### config.mk
export PLATFORM = sky130hd
export DESIGN_NAME = gdas_core
export DESIGN_NICKNAME = d
export VERILOG_FILES = /design/src/hw/gdas_pkg.sv /design/src/hw/gdas_core.sv
export SDC_FILE = /design/constraint.sdc
export NUM_CORES = 1
export LEC_CHECK = 0
export ABC_AREA = 1
export BUFFER_PORTS_ARGS = -buffer_cell sky130_fd_sc_hd__clkbuf_2
export CORE_ASPECT_RATIO = 0.8
export CORE_MARGIN = 4
export CORE_UTILIZATION = 47
export DETAILED_ROUTE_END_ITERATION = 8
export PLACE_DENSITY_LB_ADDON = 0.2
export SETUP_SLACK_MARGIN = 0.05
export SLEW_MARGIN = 20
export SYNTH_ARGS = -nofsm -noshare
export SYNTH_HDL_FRONTEND = slang
export SYNTH_SLANG_ARGS = --single-unit
### constraint.sdc
create_clock -name CLK_I -period 0.87 [get_ports CLK_I]
set_input_delay 0.087 -clock CLK_I [delete_from_list [all_inputs] [get_ports CLK_I]]
set_output_delay 0.087 -clock CLK_I [all_outputs]
set_load 0.01 [all_outputs]
### src/hw/gdas_pkg.sv
// package for the gate drive arming sequencer: command codes, reset values, gate states
// assumes one 125 MHz clock domain and a byte-wide serial engine outside this block
package gdas_pkg;
  // ****************************************
  // serial command decode
  // ****************************************
  localparam logic [7:0] GDAS_QUERY_MASK  = 8'he3;  // bits 4..2 are don't care
  localparam logic [7:0] GDAS_QUERY_CODE  = 8'h03;  // deadtime read-back query
  localparam logic [7:0] GDAS_CALIB_RESET = 8'h00;  // read-back value before calibration
  localparam logic [7:0] GDAS_DT_MAX      = 8'hff;  // deadtime in force after reset
  localparam logic [7:0] GDAS_STATUS0_DEF = 8'h00;  // general status when not a query

  // ****************************************
  // per-phase gate state
  // ****************************************
  typedef enum logic [2:0] {
    GDAS_HIZ,      // after reset, not yet armed
    GDAS_ARMED,    // low side commanded on, high side not yet toggled
    GDAS_HS_ON,    // high side commanded on once
    GDAS_LATCHED   // initialised, follows the phase inputs
  } gdas_phase_e;
endpackage : gdas_pkg

### src/hw/gdas_core.sv
// gate drive arming sequencer: hold-off, tri-state, arming and latching per phase,
// plus the deadtime calibration read-back on the serial byte path.
// assumes phase and enable pins are asynchronous and the serial byte strobe is local.
module gdas_core
  import gdas_pkg::*;
#(
  parameter int PHASES = 3
)(
  input  wire logic              CLK_I,
  input  wire logic              RST_N_I,
  input  wire logic              LOW_SIDE_SUPPLY_OK_I,
  input  wire logic              POWER_ON_RESET_I,
  input  wire logic              LOGIC_SUPPLY_OK_I,
  input  wire logic              FIRST_DRIVE_GATE_INPUT_I,
  input  wire logic              SECOND_DRIVE_GATE_INPUT_I,
  input  wire logic [PHASES-1:0] PHASE_LOW_CMD_I,
  input  wire logic [PHASES-1:0] PHASE_HIGH_CMD_N_I,
  input  wire logic              CMD_VALID_I,
  input  wire logic [7:0]        CMD_BYTE_I,
  input  wire logic              CALIB_VALID_I,
  input  wire logic [7:0]        CALIB_CODE_I,
  output logic      [7:0]        REPLY_BYTE_O,
  output logic      [7:0]        DEADTIME_O,
  output logic      [PHASES-1:0] LOW_GATE_O,
  output logic      [PHASES-1:0] LOW_GATE_OE_O,
  output logic      [PHASES-1:0] HIGH_GATE_O,
  output logic      [PHASES-1:0] HIGH_GATE_OE_O,
  output logic      [PHASES-1:0] HIGH_SRC_SHORT_O,
  output logic                   HOLD_OFF_O
);

  // elaboration check: every phase vector and the struct are sized from PHASES
  if (PHASES < 1 || PHASES > 8)
  begin : g_bad_phases
    $error("gdas_core: PHASES out of range");
  end

  // ****************************************
  // state
  // ****************************************
  typedef struct packed {
    logic [PHASES-1:0]      lo_s1;
    logic [PHASES-1:0]      lo_s2;
    logic [PHASES-1:0]      lo_p;    // previous synced low command
    logic [PHASES-1:0]      hi_s1;
    logic [PHASES-1:0]      hi_s2;
    logic [PHASES-1:0]      hi_p;
    logic [1:0]             en_s1;
    logic [1:0]             en_s2;
    logic [2:0]             sup_s1;
    logic [2:0]             sup_s2;
    gdas_phase_e [PHASES-1:0] ph;
    logic [PHASES-1:0]      lo_drv;
    logic [PHASES-1:0]      lo_oe;
    logic [PHASES-1:0]      hi_drv;
    logic [PHASES-1:0]      hi_oe;
    logic [PHASES-1:0]      hs_short;
    logic                   hold;
    logic [7:0]             calib;
    logic [7:0]             dt;
    logic [7:0]             reply;
  } gdas_state_s;

  gdas_state_s s_q;
  gdas_state_s s_d;

  logic              en_ok;
  logic              supply_bad;
  logic [PHASES-1:0] lo_rise;
  logic [PHASES-1:0] hi_fall;
  logic [PHASES-1:0] hi_rise;

  // edges only on the second synchroniser stage, never the first
  assign en_ok      = &s_q.en_s2;
  assign supply_bad = ~s_q.sup_s2[0] | s_q.sup_s2[1] | ~s_q.sup_s2[2];
  assign lo_rise    = s_q.lo_s2 & ~s_q.lo_p;
  assign hi_fall    = ~s_q.hi_s2 & s_q.hi_p;
  assign hi_rise    = s_q.hi_s2 & ~s_q.hi_p;

  // ****************************************
  // next state
  // ****************************************
  always_comb
  begin
    s_d        = s_q;
    s_d.lo_s1  = PHASE_LOW_CMD_I;
    s_d.lo_s2  = s_q.lo_s1;
    s_d.lo_p   = s_q.lo_s2;
    s_d.hi_s1  = PHASE_HIGH_CMD_N_I;
    s_d.hi_s2  = s_q.hi_s1;
    s_d.hi_p   = s_q.hi_s2;
    s_d.en_s1  = {SECOND_DRIVE_GATE_INPUT_I, FIRST_DRIVE_GATE_INPUT_I};
    s_d.en_s2  = s_q.en_s1;
    s_d.sup_s1 = {LOGIC_SUPPLY_OK_I, POWER_ON_RESET_I, LOW_SIDE_SUPPLY_OK_I};
    s_d.sup_s2 = s_q.sup_s1;
    s_d.hold   = supply_bad;

    // per-phase arming; a high-side edge before arming is simply dropped
    for (int i = 0; i < PHASES; i++)
    begin
      if (en_ok)
      begin
        unique case (s_q.ph[i])
          GDAS_HIZ:
            if (lo_rise[i])
              s_d.ph[i] = GDAS_ARMED;
          GDAS_ARMED:
            if (hi_fall[i])
              s_d.ph[i] = GDAS_HS_ON;
          GDAS_HS_ON:
            if (hi_rise[i])
              s_d.ph[i] = GDAS_LATCHED;
          GDAS_LATCHED:
            s_d.ph[i] = GDAS_LATCHED;
          default:
            s_d.ph[i] = GDAS_HIZ;
        endcase
      end
      // low side drives once armed and enabled
      s_d.lo_oe[i]  = en_ok && (s_q.ph[i] != GDAS_HIZ);
      s_d.lo_drv[i] = en_ok && (s_q.ph[i] != GDAS_HIZ) && s_q.lo_s2[i];
      // high side tri-stated until it has been commanded at least once after arming
      s_d.hi_oe[i]  = (s_q.ph[i] == GDAS_HS_ON) || (s_q.ph[i] == GDAS_LATCHED);
      s_d.hi_drv[i] = en_ok && s_d.hi_oe[i] && ~s_q.hi_s2[i];
      s_d.hs_short[i] = s_d.hi_oe[i] && ~s_d.hi_drv[i];
      // hold-off wins over everything: gates driven low
      if (supply_bad)
      begin
        s_d.lo_oe[i]    = 1'b1;
        s_d.lo_drv[i]   = 1'b0;
        s_d.hi_oe[i]    = 1'b1;
        s_d.hi_drv[i]   = 1'b0;
        s_d.hs_short[i] = 1'b1;
      end
    end

    // calibration result from the serial engine
    if (CALIB_VALID_I)
    begin
      s_d.calib = CALIB_CODE_I;
      s_d.dt    = CALIB_CODE_I;
    end

    // the reply of a byte is returned in the next frame; the query touches nothing else
    if (CMD_VALID_I)
    begin
      if ((CMD_BYTE_I & GDAS_QUERY_MASK) == GDAS_QUERY_CODE)
        s_d.reply = s_q.calib;
      else
        s_d.reply = GDAS_STATUS0_DEF;
    end
  end

  // ****************************************
  // registers
  // ****************************************
  // synchronous reset: gates held off, phases back to tri-state
  always_ff @(posedge CLK_I)
  begin
    if (!RST_N_I)
    begin
      s_q          <= '0;
      s_q.ph       <= {PHASES{GDAS_HIZ}};
      s_q.hold     <= 1'b1;
      s_q.lo_oe    <= '1;
      s_q.hi_oe    <= '1;
      s_q.hs_short <= '1;
      s_q.calib    <= GDAS_CALIB_RESET;
      s_q.dt       <= GDAS_DT_MAX;
      s_q.reply    <= GDAS_STATUS0_DEF;
      // high-side commands idle high; a low history would fake a rise after reset
      s_q.hi_s1    <= '1;
      s_q.hi_s2    <= '1;
      s_q.hi_p     <= '1;
    end
    else
      s_q <= s_d;
  end

  assign REPLY_BYTE_O     = s_q.reply;
  assign DEADTIME_O       = s_q.dt;
  assign LOW_GATE_O       = s_q.lo_drv;
  assign LOW_GATE_OE_O    = s_q.lo_oe;
  assign HIGH_GATE_O      = s_q.hi_drv;
  assign HIGH_GATE_OE_O   = s_q.hi_oe;
  assign HIGH_SRC_SHORT_O = s_q.hs_short;
  assign HOLD_OFF_O       = s_q.hold;
endmodule : gdas_core

==> summary.md <==
| Metric | Value |
|---|---|
| Status | `finished with violations` |
| Failing checks | `setup timing` |
| CTS Sinks | `74` |
| Die H | `76.1 um` |
| Synthesized area per cell | `8.23 sq um` |
| Slowest cell on the critical path | `dfxtp_1` |
| Dpl cell area | `2980 sq um` |
| # IOs | `63` |
| Inst Count DP | `444` |
| Initial core utilization | `0.493` |
| RR Endpoint | `HIGH_GATE_O[1]` |
| Worst path cell trace | `inv_1, nor2_2, nand3_4, nor4_2` |
| Startpoint Class | `flip-flop` |
| RSZ-0062 raised after global routing | `true` |
| CP required | `1.12 ns` |
| CP Max Fanout | `8` |
| Filler cell count | `472` |
| Leakage dissipation | `0.00173 uW` |
| Clock buffer depth | `2` |
| CTS Buf Count | `9` |
| Area Growth Syn to Fin | `35.8%` |
| Pre-CTS setup slack | `-0.120 ns` |
| Yosys cell types | `18` |
| Total power | `6670 uW` |
| Initial antenna violation count | `0` |
| Final setup vio count | `34` |
| Power per cell area | `1800 nW/um^2` |
| CP arrival | `1.23 ns` |
| Post-route DRC | `0` |
| DP Wirelength | `3.62 mm` |
| H-tree depth | `3` |
| Crit path capture | `HIGH_GATE_O[1]` |
| Gr usage total | `0.167` |
| Post-Syn Area | `2720 sq um` |
| Period utilization | `1.12` |
| Row cnt | `24` |
| CTS tree | `done` |
| Compound-Gate Fraction of Synth Area | `0.0662` |
| Flops & latches, synth | `74` |
| Grt total ovfl | `0` |
| Port bufs | `59` |
| Skew final | `0.00993 ns` |
| CP max stage delay | `0.31 ns` |
| Hold Path Class | `primary input to flip-flop` |
| Dominant cells by area after synthesis | `dfxtp_1, nand2_1, buf_4` |
| Synth Area in Adders | `0` |
| Vias per std cell | `4.51` |
| Post-synthesis mux area share | `0` |
| Die area | `7080 sq um` |
| Max Fclk | `1020 MHz` |
| Launch point of the worst path | `s_q[49]` |
| Setup CP Type | `flip-flop to flip-flop` |
| Routed length per placed instance | `12.4 um` |
| Clk_lat worst skew | `0.35 ns` |
| Cell count after synthesis | `331` |
| Largest family of logic cells by synthesized area | `simple AND/OR/NAND/NOR gates` |
| Worst slew margin | `0.797` |
| Final wirelength | `6.02 mm` |
| Largest net degree at the start of global routing | `22` |
| Root Driver | `clkbuf_8` |
| Seq/Total Area, Yosys | `0.544` |
| Core area | `5530 sq um` |
| Final Non-Filler Cells | `486` |
| Worst-margin pin slew | `0.302 ns` |
| Synth Area in XOR/XNOR | `0` |
| Layout cells sized above 1 | `0.422` |
| Yosys top cell by area | `dfxtp_1` |
| Yosys warns | `0` |
| ANT nets after route | `0` |
| Mapped Nets | `362` |
| Design Area, Final | `3700 sq um` |
| Synth Area in Simple Gates | `0.227` |
| Via Count | `2190` |
| # nets final | `434` |
| Setup slack, reg-to-reg | `-0.11 ns` |
| Drt first pass iters | `4` |
| Maxcap violations | `0` |
| Setup crit end kind | `flip-flop` |
| Die Wd | `93.1 um` |
| First-pass GRT wire length | `9.16 mm` |
| Clk pin slew, worst setup/hold paths | `0.08 ns` |
| Min Tclk post-route | `0.976 ns` |
| Max rail drop VDD | `1100 uV` |
| Slew Viols, Final | `0` |
| Initial drt markers | `138` |
| Hold Fails Final Rpt | `0` |
| Final Core Density | `0.669` |
| Worst reg2reg path depth | `4` |
| Post-synth top area share | `0.544` |
| Reg2reg start | `s_q[49]` |
| Fin worst setup slack | `-0.106 ns` |
| Vias in the first global route | `1957` |
| ANT cells | `0` |
| GP Congestion | `0.771` |
## worst max-delay path: cells and delay by family, from the launching register on
kind	cells	cell delay (ns)
buffers and inverters	1	0.04
AND/OR/NAND/NOR	3	0.52
flip-flops	1	0.31
## sequential cells by signal, summed over array words and instances (netlist names)
name              count
DEADTIME_O            8
HIGH_GATE_O           3
HIGH_GATE_OE_O        3
HIGH_SRC_SHORT_O      3
HOLD_OFF_O            1
LOW_GATE_O            3
LOW_GATE_OE_O         3
REPLY_BYTE_O          8
s_d                  17
s_q                  25
## worst min path at each step
stage	endpoint	slack (ns)	startpoint	cells after the start
finish	DEADTIME_O[4]	0.05	CALIB_VALID_I	3
global route	DEADTIME_O[4]	0.04	CALIB_VALID_I	3
CTS	DEADTIME_O[7]	0.03	CALIB_VALID_I	3
detailed placement	s_d[50]	0.27	POWER_ON_RESET_I	3
global placement	s_d[55]	0.27	FIRST_DRIVE_GATE_INPUT_I	3
floorplan	s_d[49]	0.18	LOW_SIDE_SUPPLY_OK_I	2
## layout make-up
cell class	instances	area, sq um	share of cell area
inverter	41	174	0.0471
sequential	74	1540	0.417
clock inverter	7	68.8	0.0186
clock buffer	9	124	0.0335
timing repair inverter	1	5.00	0.00135
tap	78	97.6	0.0264
multi-input combinational	177	907	0.245
timing repair buffer	99	778	0.211
## cell usage after synthesis
cell      n
nand2_1  84
dfxtp_1  74
inv_1    38
buf_4    33
a21oi_1  22
nor2_1   19
o21ai_0  14
nand3_1  11
nand4_1   8
buf_2     6
or2_2     6
nor2_2    5
inv_2     3
nor4_1    3
nor3b_1   2
buf_6     1
nand2_2   1
nand3_4   1
## power by group
| group | switching (uW) | leakage [uW] | internal (uW) |
|---|---|---|---|
| clock network | 1250 | 0.0000916 | 1310 |
| registers | 78.4 | 0.000612 | 3500 |
| logic | 245 | 0.00102 | 285 |
| total | 1580 | 0.00173 | 5090 |
## cells by family (layout without fill, tap and decap cells)
kind of cell | count (synthesis) | after routing
compound gates | 36 | 36
buf+inv | 81 | 157
flops | 74 | 74
simple gates | 140 | 141
## timing repair
item | in CTS | in global routing
pin swaps | 8 | 13
setup endpoints to repair | 53 | 54
cloned | 1 | 1
hold endpoints to repair | 26 | 0
hold buffers | 19 | 0
setup buffers | 4 | 1
gates resized for setup | 43 | 79
## cells in the final DEF (no fill, tap or decap), drive strengths merged
master,count
clkinvlp,3
o21ai,14
bufinv,1
a21oi,22
nand3,12
nand4,8
clkbuf,36
inv,41
nor3b,2
clkinv,4
dfxtp,74
dlygate4sd3,19
nor4,3
nor2,24
nand2,86
or2,6
buf,53
## metal layers
layer,GRT usage,wire length [um]
met5,0,0
met1,0.221,2730
met2,0.244,2940
met4,0.0498,62
met3,0.0731,292
## stage by stage
stage	setup TNS, ns	hold WS, ns
global placement	-0.607	0.267
finish	-1.49	0.0520
CTS	-1.77	0.0325
detailed placement	-1.02	0.272
floorplan	0	0.185
global route	-4.27	0.0411
No activity file was read; power rests on OpenSTA's default activity.
